[src/uib_pkg.sv]
package uib_pkg;

   // ------------------------------------------------------------
   // Clock division and bit timing
   // ------------------------------------------------------------
   localparam int REF_DIVIDE = 16;
   localparam int DIV_W = 16;
   localparam logic [DIV_W-1:0] DIV_RESET = 16'h0000;
   localparam logic [3:0] SAMPLES_LAST = 4'hf;
   localparam logic [3:0] SAMPLE_MID = 4'h7;
   localparam logic [5:0] TICKS_STOP_1 = 6'h10;
   localparam logic [5:0] TICKS_STOP_15 = 6'h18;
   localparam logic [5:0] TICKS_STOP_2 = 6'h20;
   localparam int TIMEOUT_CHARS = 4;
   localparam int TIMEOUT_W = 10;

   // ------------------------------------------------------------
   // FIFO sizes and thresholds
   // ------------------------------------------------------------
   localparam int RX_FIFO_DEPTH = 32;
   localparam int TX_FIFO_DEPTH = 16;
   localparam int TX_DMA_LIMIT = 16;
   localparam logic [5:0] TRIG_1 = 6'h01;
   localparam logic [5:0] TRIG_4 = 6'h04;
   localparam logic [5:0] TRIG_8 = 6'h08;
   localparam logic [5:0] TRIG_14 = 6'h0e;

   // ------------------------------------------------------------
   // Control field positions
   // ------------------------------------------------------------
   localparam int FCR_FIFO_EN = 0;
   localparam int FCR_RX_FLUSH = 1;
   localparam int FCR_TX_FLUSH = 2;
   localparam int FCR_DMA_MODE = 3;
   localparam int FCR_TRIG_LO = 6;
   localparam int IER_RX_DATA = 0;
   localparam int IER_THR = 1;
   localparam int IER_LINE = 2;
   localparam int IER_MODEM = 3;
   localparam int IER_RTS = 6;
   localparam int IER_CTS = 7;
   localparam int LCR_STOP = 2;
   localparam int LCR_PAR_EN = 3;
   localparam int LCR_PAR_EVEN = 4;
   localparam logic [7:0] FCR_RESET = 8'h00;
   localparam logic [7:0] LSR_RESET = 8'h60;

   // ------------------------------------------------------------
   // Interrupt identification codes
   // ------------------------------------------------------------
   localparam logic [5:0] ID_NONE = 6'h01;
   localparam logic [5:0] ID_LINE = 6'h06;
   localparam logic [5:0] ID_RX_DATA = 6'h04;
   localparam logic [5:0] ID_RX_TIMEOUT = 6'h0c;
   localparam logic [5:0] ID_THR = 6'h02;
   localparam logic [5:0] ID_MODEM = 6'h00;
   localparam logic [5:0] ID_FLOW = 6'h20;

   typedef enum logic [4:0] {
      SER_IDLE = 5'b00001,
      SER_START = 5'b00010,
      SER_DATA = 5'b00100,
      SER_PARITY = 5'b01000,
      SER_STOP = 5'b10000
   } uib_ser_t;

endpackage

[src/uib_core.sv]
`timescale 1ns/1ps
module uib_core
#(
   parameter int RX_DEPTH = 32,
   parameter int TX_DEPTH = 16
)
(
   input wire logic SYS_CLK,
   input wire logic SYS_RST,
   input wire logic OSCILLATOR_INPUT_PIN,
   output logic OSCILLATOR_OUTPUT_PIN,
   input wire logic EXT_CLOCK_SELECT,
   input wire logic [7:0] INTERRUPT_ENABLE_REG,
   input wire logic [7:0] FIFO_CONTROL_DATA,
   input wire logic FIFO_CONTROL_WRITE,
   input wire logic [4:0] LINE_CONTROL,
   input wire logic [7:0] DIVISOR_LOW_BYTE,
   input wire logic [7:0] DIVISOR_HIGH_BYTE,
   input wire logic [7:0] TX_DATA,
   input wire logic TX_WRITE,
   input wire logic RX_READ,
   input wire logic STATUS_READ,
   input wire logic LINE_STATUS_READ,
   input wire logic MODEM_CHANGE,
   input wire logic FLOW_CHANGE,
   input wire logic RX_SERIAL,
   output logic TX_SERIAL,
   output logic [7:0] RECEIVE_HOLDING_REG,
   output logic [7:0] INT_STATUS,
   output logic [7:0] LINE_STATUS_REG,
   output logic INTERRUPT,
   output logic TX_DMA_REQUEST,
   output logic RX_DMA_REQUEST
);
   import uib_pkg::*;

   localparam int RCW = $clog2(RX_DEPTH) + 1;
   localparam int TCW = $clog2(TX_DEPTH) + 1;

   if (RX_DEPTH < 16 || TX_DEPTH < TX_DMA_LIMIT)
   begin
      $error("uib_core: FIFO depths too small for trigger levels");
   end

   function automatic logic [5:0] trig_level(input logic [1:0] sel);
      case (sel)
         2'h0: trig_level = TRIG_1;
         2'h1: trig_level = TRIG_4;
         2'h2: trig_level = TRIG_8;
         default: trig_level = TRIG_14;
      endcase
   endfunction

   function automatic logic [5:0] stop_ticks(input logic [4:0] lc);
      if (!lc[LCR_STOP])
         stop_ticks = TICKS_STOP_1;
      else if (lc[1:0] == 2'h0)
         stop_ticks = TICKS_STOP_15;
      else
         stop_ticks = TICKS_STOP_2;
   endfunction

   // ------------------------------------------------------------
   // Reference clock and baud generator
   // ------------------------------------------------------------
   logic osc_q_r;
   logic ref_tick;
   logic [3:0] pre_r;
   logic [DIV_W-1:0] div_cnt_r;
   logic [DIV_W-1:0] divisor;
   logic tick_r;

   // Crystal mode uses the system oscillator, clock mode the pin.
   assign ref_tick = EXT_CLOCK_SELECT ? (OSCILLATOR_INPUT_PIN && !osc_q_r)
                                      : 1'b1;
   assign divisor = {DIVISOR_HIGH_BYTE, DIVISOR_LOW_BYTE};

   always_ff @(posedge SYS_CLK or posedge SYS_RST)
   begin
      if (SYS_RST)
      begin
         osc_q_r <= 1'b0;
         OSCILLATOR_OUTPUT_PIN <= 1'b1;
      end
      else
      begin
         osc_q_r <= OSCILLATOR_INPUT_PIN;
         OSCILLATOR_OUTPUT_PIN <= !OSCILLATOR_INPUT_PIN;
      end
   end

   // The single tick drives both the transmitter and the receiver.
   always_ff @(posedge SYS_CLK or posedge SYS_RST)
   begin
      if (SYS_RST)
      begin
         pre_r <= 4'h0;
         div_cnt_r <= DIV_RESET;
         tick_r <= 1'b0;
      end
      else
      begin
         tick_r <= 1'b0;
         if (ref_tick)
            pre_r <= pre_r + 4'h1;
         if (divisor == '0)
            div_cnt_r <= DIV_RESET;
         else if (ref_tick && pre_r == 4'(REF_DIVIDE - 1))
         begin
            if (div_cnt_r >= divisor - 16'h0001)
            begin
               div_cnt_r <= DIV_RESET;
               tick_r <= 1'b1;
            end
            else
               div_cnt_r <= div_cnt_r + 16'h0001;
         end
      end
   end

   // ------------------------------------------------------------
   // FIFO control and buffers
   // ------------------------------------------------------------
   logic [7:0] fcr_r;
   logic rx_flush;
   logic tx_flush;
   logic rx_push;
   logic rx_in_ready;
   logic rx_valid;
   logic [7:0] rx_word;
   logic [7:0] rx_head;
   logic [RCW-1:0] rx_count;
   logic tx_in_ready;
   logic tx_valid;
   logic tx_pop;
   logic [7:0] tx_head;
   logic [TCW-1:0] tx_count;
   logic [5:0] trigger;

   assign rx_flush = FIFO_CONTROL_WRITE && FIFO_CONTROL_DATA[FCR_RX_FLUSH];
   assign tx_flush = FIFO_CONTROL_WRITE && FIFO_CONTROL_DATA[FCR_TX_FLUSH];
   assign trigger = fcr_r[FCR_FIFO_EN] ?
                    trig_level(fcr_r[FCR_TRIG_LO+:2]) : TRIG_1;

   always_ff @(posedge SYS_CLK or posedge SYS_RST)
   begin
      if (SYS_RST)
         fcr_r <= FCR_RESET;
      else if (FIFO_CONTROL_WRITE)
         fcr_r <= FIFO_CONTROL_DATA;
   end

   uib_fifo #(.WIDTH(8), .DEPTH(RX_DEPTH)) u_rx_fifo
   (
      .clk(SYS_CLK),
      .rst(SYS_RST),
      .flush(rx_flush),
      .in_valid(rx_push),
      .in_ready(rx_in_ready),
      .in_data(rx_word),
      .out_valid(rx_valid),
      .out_ready(RX_READ),
      .out_data(rx_head),
      .count(rx_count)
   );

   uib_fifo #(.WIDTH(8), .DEPTH(TX_DEPTH)) u_tx_fifo
   (
      .clk(SYS_CLK),
      .rst(SYS_RST),
      .flush(tx_flush),
      .in_valid(TX_WRITE),
      .in_ready(tx_in_ready),
      .in_data(TX_DATA),
      .out_valid(tx_valid),
      .out_ready(tx_pop),
      .out_data(tx_head),
      .count(tx_count)
   );

   // ------------------------------------------------------------
   // Transmitter
   // ------------------------------------------------------------
   uib_ser_t tx_st_r;
   logic [7:0] tx_sh_r;
   logic [5:0] tx_tk_r;
   logic [2:0] tx_bit_r;
   logic tx_par_r;

   assign tx_pop = tick_r && tx_st_r == SER_IDLE && tx_valid;

   always_ff @(posedge SYS_CLK or posedge SYS_RST)
   begin
      if (SYS_RST)
      begin
         tx_st_r <= SER_IDLE;
         tx_sh_r <= 8'h00;
         tx_tk_r <= 6'h00;
         tx_bit_r <= 3'h0;
         tx_par_r <= 1'b0;
         TX_SERIAL <= 1'b1;
      end
      else if (tick_r)
      begin
         tx_tk_r <= tx_tk_r + 6'h01;
         case (tx_st_r)
            SER_IDLE:
            begin
               TX_SERIAL <= 1'b1;
               if (tx_valid)
               begin
                  tx_sh_r <= tx_head;
                  tx_par_r <= !LINE_CONTROL[LCR_PAR_EVEN];
                  tx_tk_r <= 6'h00;
                  TX_SERIAL <= 1'b0;
                  tx_st_r <= SER_START;
               end
            end
            SER_START, SER_DATA, SER_PARITY:
            begin
               if (tx_tk_r[3:0] == SAMPLES_LAST)
               begin
                  tx_tk_r <= 6'h00;
                  if (tx_st_r != SER_PARITY
                      && (tx_st_r == SER_START
                          || tx_bit_r != {1'b1, LINE_CONTROL[1:0]}))
                  begin
                     if (tx_st_r == SER_DATA)
                        tx_bit_r <= tx_bit_r + 3'h1;
                     else
                        tx_bit_r <= 3'h0;
                     TX_SERIAL <= tx_sh_r[0];
                     tx_par_r <= tx_par_r ^ tx_sh_r[0];
                     tx_sh_r <= {1'b0, tx_sh_r[7:1]};
                     tx_st_r <= SER_DATA;
                  end
                  else if (tx_st_r == SER_DATA && LINE_CONTROL[LCR_PAR_EN])
                  begin
                     TX_SERIAL <= tx_par_r;
                     tx_st_r <= SER_PARITY;
                  end
                  else
                  begin
                     TX_SERIAL <= 1'b1;
                     tx_st_r <= SER_STOP;
                  end
               end
            end
            SER_STOP:
            begin
               // The idle tick that loads the next character ends the stop.
               if (tx_tk_r == stop_ticks(LINE_CONTROL) - 6'h02)
                  tx_st_r <= SER_IDLE;
            end
            default:
               tx_st_r <= SER_IDLE;
         endcase
      end
   end

   // ------------------------------------------------------------
   // Receiver
   // ------------------------------------------------------------
   uib_ser_t rx_st_r;
   logic [7:0] rx_sh_r;
   logic [3:0] rx_tk_r;
   logic [2:0] rx_bit_r;
   logic rx_par_r;
   logic rx_par_err_r;
   logic rx_done_r;
   logic rx_ferr_r;
   logic stop_mid;

   assign rx_word = rx_sh_r >> (2'h3 - LINE_CONTROL[1:0]);
   assign rx_push = rx_done_r;
   assign stop_mid = tick_r && rx_st_r == SER_STOP
                     && rx_tk_r == SAMPLES_LAST;

   always_ff @(posedge SYS_CLK or posedge SYS_RST)
   begin
      if (SYS_RST)
      begin
         rx_st_r <= SER_IDLE;
         rx_sh_r <= 8'h00;
         rx_tk_r <= 4'h0;
         rx_bit_r <= 3'h0;
         rx_par_r <= 1'b0;
         rx_par_err_r <= 1'b0;
         rx_done_r <= 1'b0;
         rx_ferr_r <= 1'b0;
      end
      else
      begin
         rx_done_r <= 1'b0;
         if (tick_r)
         begin
            rx_tk_r <= rx_tk_r + 4'h1;
            case (rx_st_r)
               SER_IDLE:
               begin
                  rx_tk_r <= 4'h0;
                  if (!RX_SERIAL)
                     rx_st_r <= SER_START;
               end
               SER_START:
               begin
                  if (rx_tk_r == SAMPLE_MID)
                  begin
                     rx_tk_r <= 4'h0;
                     rx_bit_r <= 3'h0;
                     rx_par_r <= !LINE_CONTROL[LCR_PAR_EVEN];
                     rx_st_r <= RX_SERIAL ? SER_IDLE : SER_DATA;
                  end
               end
               SER_DATA:
               begin
                  if (rx_tk_r == SAMPLES_LAST)
                  begin
                     rx_sh_r <= {RX_SERIAL, rx_sh_r[7:1]};
                     rx_par_r <= rx_par_r ^ RX_SERIAL;
                     rx_bit_r <= rx_bit_r + 3'h1;
                     if (rx_bit_r == {1'b1, LINE_CONTROL[1:0]})
                        rx_st_r <= LINE_CONTROL[LCR_PAR_EN] ? SER_PARITY
                                                            : SER_STOP;
                  end
               end
               SER_PARITY:
               begin
                  if (rx_tk_r == SAMPLES_LAST)
                  begin
                     rx_par_err_r <= rx_par_r != RX_SERIAL;
                     rx_st_r <= SER_STOP;
                  end
               end
               SER_STOP:
               begin
                  if (rx_tk_r == SAMPLES_LAST)
                  begin
                     rx_ferr_r <= !RX_SERIAL;
                     rx_done_r <= 1'b1;
                     rx_st_r <= SER_IDLE;
                  end
               end
               default:
                  rx_st_r <= SER_IDLE;
            endcase
         end
      end
   end

   // ------------------------------------------------------------
   // Receive time-out
   // ------------------------------------------------------------
   logic [TIMEOUT_W-1:0] to_cnt_r;
   logic [TIMEOUT_W-1:0] to_limit;
   logic to_pend_r;

   // Four frames of start, data, parity and stop, in sample ticks.
   assign to_limit = TIMEOUT_W'(TIMEOUT_CHARS)
                     * (TIMEOUT_W'({4'(LINE_CONTROL[1:0]) + 4'h6
                                    + 4'(LINE_CONTROL[LCR_PAR_EN]), 4'h0})
                        + TIMEOUT_W'(stop_ticks(LINE_CONTROL)));

   always_ff @(posedge SYS_CLK or posedge SYS_RST)
   begin
      if (SYS_RST)
      begin
         to_cnt_r <= '0;
         to_pend_r <= 1'b0;
      end
      else if (!rx_valid || RX_READ)
      begin
         to_cnt_r <= '0;
         to_pend_r <= 1'b0;
      end
      else if (stop_mid)
         to_cnt_r <= '0;
      else if (tick_r && !to_pend_r)
      begin
         if (to_cnt_r == to_limit - 1'b1)
            to_pend_r <= 1'b1;
         else
            to_cnt_r <= to_cnt_r + 1'b1;
      end
   end

   // ------------------------------------------------------------
   // Line status and pending sources
   // ------------------------------------------------------------
   logic overrun_r;
   logic ferr_r;
   logic perr_r;
   logic thr_pend_r;
   logic modem_pend_r;
   logic flow_pend_r;
   logic tx_empty_prev_r;
   logic [5:0] id_cur;
   logic rx_data_src;

   // Receive data source per character, per trigger only in mode 1 with the FIFOs enabled.
   assign rx_data_src = (fcr_r[FCR_DMA_MODE] && fcr_r[FCR_FIFO_EN]) ?
                        rx_count >= RCW'(trigger) : rx_valid;

   always_ff @(posedge SYS_CLK or posedge SYS_RST)
   begin
      if (SYS_RST)
      begin
         overrun_r <= 1'b0;
         ferr_r <= 1'b0;
         perr_r <= 1'b0;
         thr_pend_r <= 1'b1;
         modem_pend_r <= 1'b0;
         flow_pend_r <= 1'b0;
         tx_empty_prev_r <= 1'b1;
      end
      else
      begin
         tx_empty_prev_r <= !tx_valid;
         // Setting events win over a clear in the same cycle.
         if (rx_done_r && !rx_in_ready)
            overrun_r <= 1'b1;
         else if (LINE_STATUS_READ)
            overrun_r <= 1'b0;
         if (rx_done_r && rx_ferr_r)
            ferr_r <= 1'b1;
         else if (LINE_STATUS_READ)
            ferr_r <= 1'b0;
         if (rx_done_r && rx_par_err_r && LINE_CONTROL[LCR_PAR_EN])
            perr_r <= 1'b1;
         else if (LINE_STATUS_READ)
            perr_r <= 1'b0;
         if (!tx_valid && !tx_empty_prev_r)
            thr_pend_r <= 1'b1;
         else if (TX_WRITE || (STATUS_READ && id_cur == ID_THR))
            thr_pend_r <= 1'b0;
         if (MODEM_CHANGE)
            modem_pend_r <= 1'b1;
         else if (STATUS_READ && id_cur == ID_MODEM)
            modem_pend_r <= 1'b0;
         if (FLOW_CHANGE)
            flow_pend_r <= 1'b1;
         else if (STATUS_READ && id_cur == ID_FLOW)
            flow_pend_r <= 1'b0;
      end
   end

   // ------------------------------------------------------------
   // Interrupt prioritiser
   // ------------------------------------------------------------
   always_comb
   begin
      id_cur = ID_NONE;
      if (INTERRUPT_ENABLE_REG[IER_LINE] && (overrun_r || ferr_r || perr_r))
         id_cur = ID_LINE;
      else if (INTERRUPT_ENABLE_REG[IER_RX_DATA] && rx_data_src)
         id_cur = ID_RX_DATA;
      else if (INTERRUPT_ENABLE_REG[IER_RX_DATA] && to_pend_r)
         id_cur = ID_RX_TIMEOUT;
      else if (INTERRUPT_ENABLE_REG[IER_THR] && thr_pend_r)
         id_cur = ID_THR;
      else if (INTERRUPT_ENABLE_REG[IER_MODEM] && modem_pend_r)
         id_cur = ID_MODEM;
      else if ((INTERRUPT_ENABLE_REG[IER_CTS]
                || INTERRUPT_ENABLE_REG[IER_RTS]) && flow_pend_r)
         id_cur = ID_FLOW;
   end

   // ------------------------------------------------------------
   // Registered outputs
   // ------------------------------------------------------------
   always_ff @(posedge SYS_CLK or posedge SYS_RST)
   begin
      if (SYS_RST)
      begin
         INT_STATUS <= {2'h0, ID_NONE};
         INTERRUPT <= 1'b0;
         LINE_STATUS_REG <= LSR_RESET;
         RECEIVE_HOLDING_REG <= 8'h00;
         TX_DMA_REQUEST <= 1'b0;
         RX_DMA_REQUEST <= 1'b0;
      end
      else
      begin
         INT_STATUS <= {{2{fcr_r[FCR_FIFO_EN]}}, id_cur};
         INTERRUPT <= id_cur != ID_NONE;
         LINE_STATUS_REG <= {1'b0,
                             !tx_valid && tx_st_r == SER_IDLE,
                             tx_in_ready, 1'b0, ferr_r, perr_r,
                             overrun_r, rx_valid};
         if (RX_READ && rx_valid)
            RECEIVE_HOLDING_REG <= rx_head;
         if (fcr_r[FCR_DMA_MODE] && fcr_r[FCR_FIFO_EN])
         begin
            TX_DMA_REQUEST <= tx_count < TCW'(TX_DMA_LIMIT);
            RX_DMA_REQUEST <= rx_count > RCW'(trigger);
         end
         else
         begin
            TX_DMA_REQUEST <= !tx_valid;
            RX_DMA_REQUEST <= rx_valid;
         end
      end
   end
endmodule

[src/uib_fifo.sv]
`timescale 1ns/1ps
module uib_fifo
#(
   parameter int WIDTH = 8,
   parameter int DEPTH = 32
)
(
   input wire logic clk,
   input wire logic rst,
   input wire logic flush,
   input wire logic in_valid,
   output logic in_ready,
   input wire logic [WIDTH-1:0] in_data,
   output logic out_valid,
   input wire logic out_ready,
   output logic [WIDTH-1:0] out_data,
   output logic [$clog2(DEPTH):0] count
);
   localparam int AW = $clog2(DEPTH);

   logic [WIDTH-1:0] mem [DEPTH];
   logic [AW-1:0] wr_ptr_r;
   logic [AW-1:0] rd_ptr_r;
   logic [AW:0] count_r;
   logic push;
   logic pop;

   if (DEPTH < 2 || (1 << AW) != DEPTH)
   begin
      $error("uib_fifo: DEPTH must be a power of two of 2 or more");
   end

   assign in_ready = (count_r != DEPTH[AW:0]);
   assign out_valid = (count_r != '0);
   assign out_data = mem[rd_ptr_r];
   assign count = count_r;
   assign push = in_valid && in_ready;
   assign pop = out_valid && out_ready;

   always_ff @(posedge clk)
   begin
      if (push)
         mem[wr_ptr_r] <= in_data;
   end

   always_ff @(posedge clk or posedge rst)
   begin
      if (rst)
      begin
         wr_ptr_r <= '0;
         rd_ptr_r <= '0;
         count_r <= '0;
      end
      else if (flush)
      begin
         wr_ptr_r <= '0;
         rd_ptr_r <= '0;
         count_r <= '0;
      end
      else
      begin
         if (push)
            wr_ptr_r <= wr_ptr_r + 1'b1;
         if (pop)
            rd_ptr_r <= rd_ptr_r + 1'b1;
         if (push && !pop)
            count_r <= count_r + 1'b1;
         else if (pop && !push)
            count_r <= count_r - 1'b1;
      end
   end
endmodule

[config.mk]
export PLATFORM = sky130hd
export DESIGN_NAME = uib_core
export DESIGN_NICKNAME = d
export VERILOG_FILES = /design/src/uib_pkg.sv /design/src/uib_core.sv /design/src/uib_fifo.sv
export SDC_FILE = /design/constraint.sdc
export NUM_CORES = 1
export LEC_CHECK = 0
export BUFFER_PORTS_ARGS = -buffer_cell sky130_fd_sc_hd__buf_2
export CAP_MARGIN = 40
export CORE_UTILIZATION = 42
export CTS_CLUSTER_SIZE = 25
export DETAILED_ROUTE_END_ITERATION = 8
export HOLD_SLACK_MARGIN = 0.1
export SLEW_MARGIN = 15
export SYNTH_ARGS = -nofsm -noshare
export SYNTH_HDL_FRONTEND = slang
export SYNTH_HIERARCHICAL = 1
export SYNTH_SLANG_ARGS = --single-unit
[constraint.sdc]
create_clock -name SYS_CLK -period 3.9 [get_ports SYS_CLK]
set_input_delay 0.78 -clock SYS_CLK [delete_from_list [all_inputs] [get_ports SYS_CLK]]
set_output_delay 0.78 -clock SYS_CLK [all_outputs]
set_load 0.02 [all_outputs]
Yosys cells after proc, flatten, opt, wreduce, memory -nomap -nowiden

Memories as Yosys holds them, arrays and structs flattened. A register that Yosys moved wholly into a read port is not among the register bits.
Index checks and enable logic that the tools add are counted.

Flip-flop bits (word level): 142
RAM bits: 384
Word-level logic and storage cells: 301
Memories kept: 2

Memory list:

| name          | depth | width | read ports | clocked after Yosys merged registers in | write ports | line           | text |
|---|---|---|---|---|---|---|---|
| u_rx_fifo.mem | 32    | 8     | 1          | 1                                       | 1           | uib_fifo.sv:21 | `logic [WIDTH-1:0] mem [DEPTH];` |
| u_tx_fifo.mem | 16    | 8     | 1          | 0                                       | 1           | uib_fifo.sv:21 |  |

Bitwise logic cells: 2
Add/subtract/negate cells: 22
Multiplexer cells: 101
$lt $le $gt $ge: 4
Shift operators: 1
Eq/ne operators: 39
Reductions and logical operators: 90

Operators with widths:

| kind                  | count |
|---|---|
| $mux 5                | 19 |
| $mux 6                | 15 |
| $mux 16               | 3 |
| $mux 10               | 4 |
| $mux 1                | 37 |
| $logic_and 1x1->1     | 35 |
| $reduce_bool 2->1     | 15 |
| $pmux 5 s5            | 1 |
| $mux 4                | 6 |
| $mux 8                | 3 |
| $ne 2x2->1 const B    | 9 |
| $add 16x1->16 const B | 1 |
| $add 4x1->4 const B   | 4 |
| $ge 16x16->1          | 1 |
| $logic_not 16->1      | 1 |
| $pmux 8 s2            | 1 |
| $sub 16x1->16 const B | 1 |
| $add 5x1->5 const B   | 3 |
| $pmux 5 s3            | 1 |
| $reduce_and 3->1      | 5 |
| $logic_not 1->1       | 13 |
| $add 6x1->6 const B   | 2 |
| $eq 4x4->1 const B    | 3 |
| $mux 3                | 4 |
| other kinds (52)      | 72 |

Depth between registers and ports, before layout

Word-level depth: 13
Gate-level depth with buffers: 13
Mapped depth without buffers: 12

Hierarchy

The synthesis kept the hierarchy.

Modules (own cells, without submodules):

| module                | sequential area each (um^2) | area an instance (um^2) | cells an instance | instances |
|---|---|---|---|---|
| uib_fifo at u_rx_fifo | 8087.8                      | 10999.3                 | 614               | 1 |
| uib_core              | 2914.0                      | 6970.4                  | 730               | 1 |
| uib_fifo at u_tx_fifo | 4169.0                      | 5925.7                  | 294               | 1 |

Worst setup path before layout

Ideal clock, no wire load.

Path kind: input port to flip-flop
Start: input port DIVISOR_HIGH_BYTE[1]
End: register div_cnt_r[10]
Arrival: 3.982 ns
Stages on the path: 12
Path slack: -0.147 ns
Setup time: 0.065 ns
Path through: or4_1 -> or4_1 -> nor3_1 -> xnor2_1 -> ha_1 -> a21oi_1 -> o21ai_1 -> a2111o_1 -> a41oi_1 -> clkbuf_1 -> o221ai_1 -> nand2_1

Word-level cells in the longest chain between the ends: 5
Elaborated cells on any way between the ends: 7
Those cells by class: add/sub (1); order compare (1); mux (3); reduce/logical (2)

RTL lines:

| what                 | line            | text |
|---|---|---|
| start, declared      | uib_core.sv:18  | `input wire logic [7:0] DIVISOR_HIGH_BYTE,` |
| $sub 16x1->16        | uib_core.sv:110 | `if (div_cnt_r >= divisor - 16'h0001)` |
| $ge 16x16->1         | uib_core.sv:110 |  |
| $mux 16              | uib_core.sv:110 |  |
| $mux 16              | uib_core.sv:108 | `else if (ref_tick && pre_r == 4'(REF_DIVIDE - 1))` |
| $mux 16              | uib_core.sv:106 | `if (divisor == '0)` |
| end signal, assigned | uib_core.sv:116 | `div_cnt_r <= div_cnt_r + 16'h0001;` |
| end, declared        | uib_core.sv:69  | `logic [DIV_W-1:0] div_cnt_r;` |

Parallel ways exist; a longest one is shown, timed or not. The select of a mux whose other input is x is not followed.
A chain may end at the register's enable or synchronous reset.

Final worst setup path

Start: register u_rx_fifo.count_r[0], in the netlist u_rx_fifo/count[0]
End: register u_rx_fifo.count_r[5], in the netlist u_rx_fifo/count[5]

Word-level cells in the longest chain between the ends: 6
Elaborated cells on any way between the ends: 14
Those cells by class: add/sub (2); eq/ne (1); mux (3); reduce/logical (8)

RTL lines:

| what                                                | line           | text |
|---|---|---|
| start, declared                                     | uib_fifo.sv:24 | `logic [AW:0] count_r;` |
| start signal, assigned                              | uib_fifo.sv:67 | `count_r <= count_r + 1'b1;` |
| start signal, assigned                              | uib_fifo.sv:69 | `count_r <= count_r - 1'b1;` |
| branches (longest 6 deep; another with $sub 6x1->6) | --             |  |

Parallel ways; which one is timed is not known. The select of a mux whose other input is x is not followed.

==> reports/metrics.yaml <==
cts:
  clk_latency_ns: 0.61
  htreeDepth: 2
  post-cts-setup-buffers: 0
  maximum_buffer_depth_of_the_clock_tree: 3
  cts_tree: "done"
  cts.repair.resized: 0
  cts.clk_slew.worst_paths_ns: 0.06
  cts.root.buffer_cell: "sky130_fd_sc_hd__clkbuf_16"
  tritoncts.num_buffers: 55
  cts_sinks: 529
  holdBufCountCts: 0
grt:
  grt_start_max_net_pins: 53
  number_of_global_route_vias_before_repair: 14030
  grt_pass1_wl_mm: 79.1
  track_usage_pct: 17.8
  grt_overflow_total: 0
  antenna_found_initial: 4
route:
  drt_wl_total_mm: 50.4
  dr.max_layer_used: "met5"
  drc: 0
  dr.first_iter.drc_count: 808
  vias_after_detailed_routing: 13835
  met2_length_mm: 24.2
  drtAntennaViolNets: 0
  wire_per_inst_um: 19.7
  vias_per_cell: 5.42
  m1WireLength_mm: 22.8
  dr.pass1.iters: 5
  met3_length_mm: 2.28
timing:
  maxSlewViolCount: 0
  setup_violations: 0
  hold_viol: 0
  setup_slack_ns: 0.547
  actual_slew_at_the_worst_max_slew_pin_ns: 0.857
  timing.clock.skew_ns: 0.0458
  grt_setup_unrepaired: "no"
  final.hold.worst_slack_ns: 0.246
  totalNegativeSetupSlack_ns: 0
  period_share_pct: 86.0
  crit_path_time_final_ns: 3.35
  timing.fmax_mhz: 298
  worst_slew_margin_rel_pct: 42.7
cells_and_area:
  final_nets: 1862
  syn2layout_area_growth_pct: 13.9
  final_area_um2: 27200
  ratio_of_cells_with_drive_above_1_in_the_final_layout_pct: 18.1
placed_design:
  dpl.hpwl_mm: 33.4
  gpl.final_weighted_congestion: 0.828
  port-buffer-count: 78
  setup_slack_placement_ns: 0.0270
  placed_area_um2: 25300
logic_synthesis:
  synth_adder_area_share_pct: 3.08
  ys_top_cells_by_area: "sky130_fd_sc_hd__edfxtp_1 (48%), sky130_fd_sc_hd__dfrtp_1 (14%), sky130_fd_sc_hd__mux4_2 (4.1%), sky130_fd_sc_hd__mux2i_1 (4.0%), sky130_fd_sc_hd__mux4_1 (3.3%)"
  synth_compound_area_share_pct: 6.73
  synth-seq-area-share_pct: 63.5
  ys_types: 84
  syn_area_per_cell_um2: 14.6
  synth.most_common_cell: "sky130_fd_sc_hd__edfxtp_1"
  synth_seq_cells: 529
  yosys.area.top_type_share_pct: 48.3
  synthMuxAreaShare_pct: 13.5
  synthCells: 1638
  post_synth_xor_area_fraction_pct: 2.20
  ys.warnings.count: 6
  yosysTopAreaCell: "sky130_fd_sc_hd__edfxtp_1"
  syn-cell-area_um2: 23900
  async_reset_ff_share_pct: 27.4
  synth_enable_flop_cells: 384
  postSynth.topFlopCell: "sky130_fd_sc_hd__edfxtp_1"
  combinational_family_with_the_most_area_after_synthesis: "multiplexers"
  synth-simple-area-share_pct: 8.46
  yosys-top-cells-count: "sky130_fd_sc_hd__edfxtp_1 (384), sky130_fd_sc_hd__dfrtp_1 (136), sky130_fd_sc_hd__nor2_1 (129)"
floorplan:
  core-area_um2: 56300
  die_x_um: 241
  initial_core_util_pct: 42.5
  rows: 87
  chipHeight_um: 241
  ioPinCount: 86
  dieArea_um2: 57900
setup_path:
  critical_path_arrival_ns: 3.85
  critical_path.cell_chain: "or4_4 > o31a_1 > nor2b_4 > inv_1 > ha_1 > a211oi_1 > o21bai_1 > a21oi_1 > mux2i_1 > mux2_2"
  end_kind: "flop"
  path_delay_family: "compound AO/OA/AOI/OAI gates"
  timing.critical_path.from: "u_rx_fifo/count[0]$_DFFE_PP0P_"
  worst-path-max-fanout: 8
  critPathSlowestCell: "sky130_fd_sc_hd__or4_4"
  worstReg2RegStart: "u_rx_fifo/count[0]$_DFFE_PP0P_"
  required_ns: 4.40
  worst-setup-path-type: "reg2reg"
  worst-path-buf-inv: 1
  critical_path.max_stage_delay_ns: 0.60
  setup.worst_path.start_class: "flop"
flow_run:
  max-cap-violations: 0
pwr:
  power_frac_comb_pct: 17.3
  netSwitchingFraction_pct: 26.8
  p_int_mw: 10.7
  power.density_nw_per_um2: 538
  cellLeakagePower_nw: 10.4
  power.switching_mw: 3.92
  seq_power_share_pct: 45.5
  ir_worst_vdd_uv: 398
  clkPwrFrac_pct: 37.2
min_path:
  holdCritPathClass: "in2async"
outcome:
  run_status: "finished clean"
## worst reg2reg max path: cells and delay by family, from the launching register on
kind / cells / cell delay, ns
flip-flops: 1 / 0.45
AND/OR/NAND/NOR: 2 / 0.82
adder cells (fa/ha/maj): 1 / 0.30
buffers and inverters: 1 / 0.11
multiplexers: 2 / 0.59
AO/OA/AOI/OAI: 4 / 0.97
## power by group through the flow
| stage | clock network, mW | logic (mW) | registers, mW |
|---|---|---|---|
| after detailed placement | 0 | 2.53 | 6.78 |
| after CTS | 5.57 | 2.55 | 6.67 |
| after global routing | 5.77 | 2.78 | 6.71 |
| after global placement | 0 | 2.49 | 6.76 |
| after floorplan | 0 | 1.86 | 6.65 |
| final | 5.45 | 2.53 | 6.66 |
## per-stage QoR
stage	util (%)	total power, mW	std cells
finish	48.3	14.6	2553
global route	48.3	15.3	2552
CTS	48.3	14.8	2548
detailed placement	44.9	9.31	2445
global placement	44.9	9.25	2444
floorplan	-	8.51	1640
## cells by family after synthesis
family,Yosys count
adder cells (fa/ha/maj),57
XOR/XNOR,57
AND/OR/NAND/NOR,418
buffers and inverters,139
flip-flops,529
multiplexers,212
AO/OA/AOI/OAI,225
other,1
## placed cells by master, fill, tap and decap left out, drive strengths merged, types with 43 or more instances in the layout
cell and instances:
mux4 74, nor2 130, nand2 109, clkbuf 76
mux2i 95, o21ai 49, inv 64, ha 54
mux2 43, buf 129, dfrtp 136, edfxtp 384
## sequential cells by signal, summed over array words and instances (netlist names), 6 cells and up
register / count
INT_STATUS: 6
LINE_STATUS_REG: 6
RECEIVE_HOLDING_REG: 8
div_cnt_r: 16
rx_sh_r: 8
to_cnt_r: 10
tx_sh_r: 8
tx_tk_r: 6
u_rx_fifo/count: 6
u_rx_fifo/mem: 256
u_tx_fifo/mem: 128
## path summary, 6_finish.rpt
kind                                             endpoint  slack [ns]  cells after the start
setup / recovery           u_rx_fifo/count[5]$_DFFE_PP0P_        0.55                     10
hold reg to reg              LINE_STATUS_REG[2]$_DFF_PP0_        0.38                      0
min in group SYS_CLK                    osc_q_r$_DFF_PP0_        0.29                      1
hold / removal             u_tx_fifo/count[4]$_DFFE_PP0P_        0.25                      2
max in group asynchronous           TX_SERIAL$_DFFE_PP1P_        2.71                      3
setup reg to reg           u_rx_fifo/count[5]$_DFFE_PP0P_        0.55                     10
## routing by layer
layer	GRT usage [%]	vias to the layer above
met2	29.1	294
met3	2.89	82
met5	0	-
met4	5.40	2
li1	-	6468
met1	24.5	6989
## layout make-up
cell class / count / area, um^2
Tap cell: 756 / 946
Clock inverter: 27 / 372
Clock buffer: 76 / 1520
Multi-Input combinational cell: 972 / 8140
Inverter: 61 / 231
Timing Repair Buffer: 129 / 815
Fill cell: 4897 / 29100
Sequential cell: 529 / 15200
Antenna cell: 3 / 7.51
Note: power is estimated with default switching activity, not from simulation.
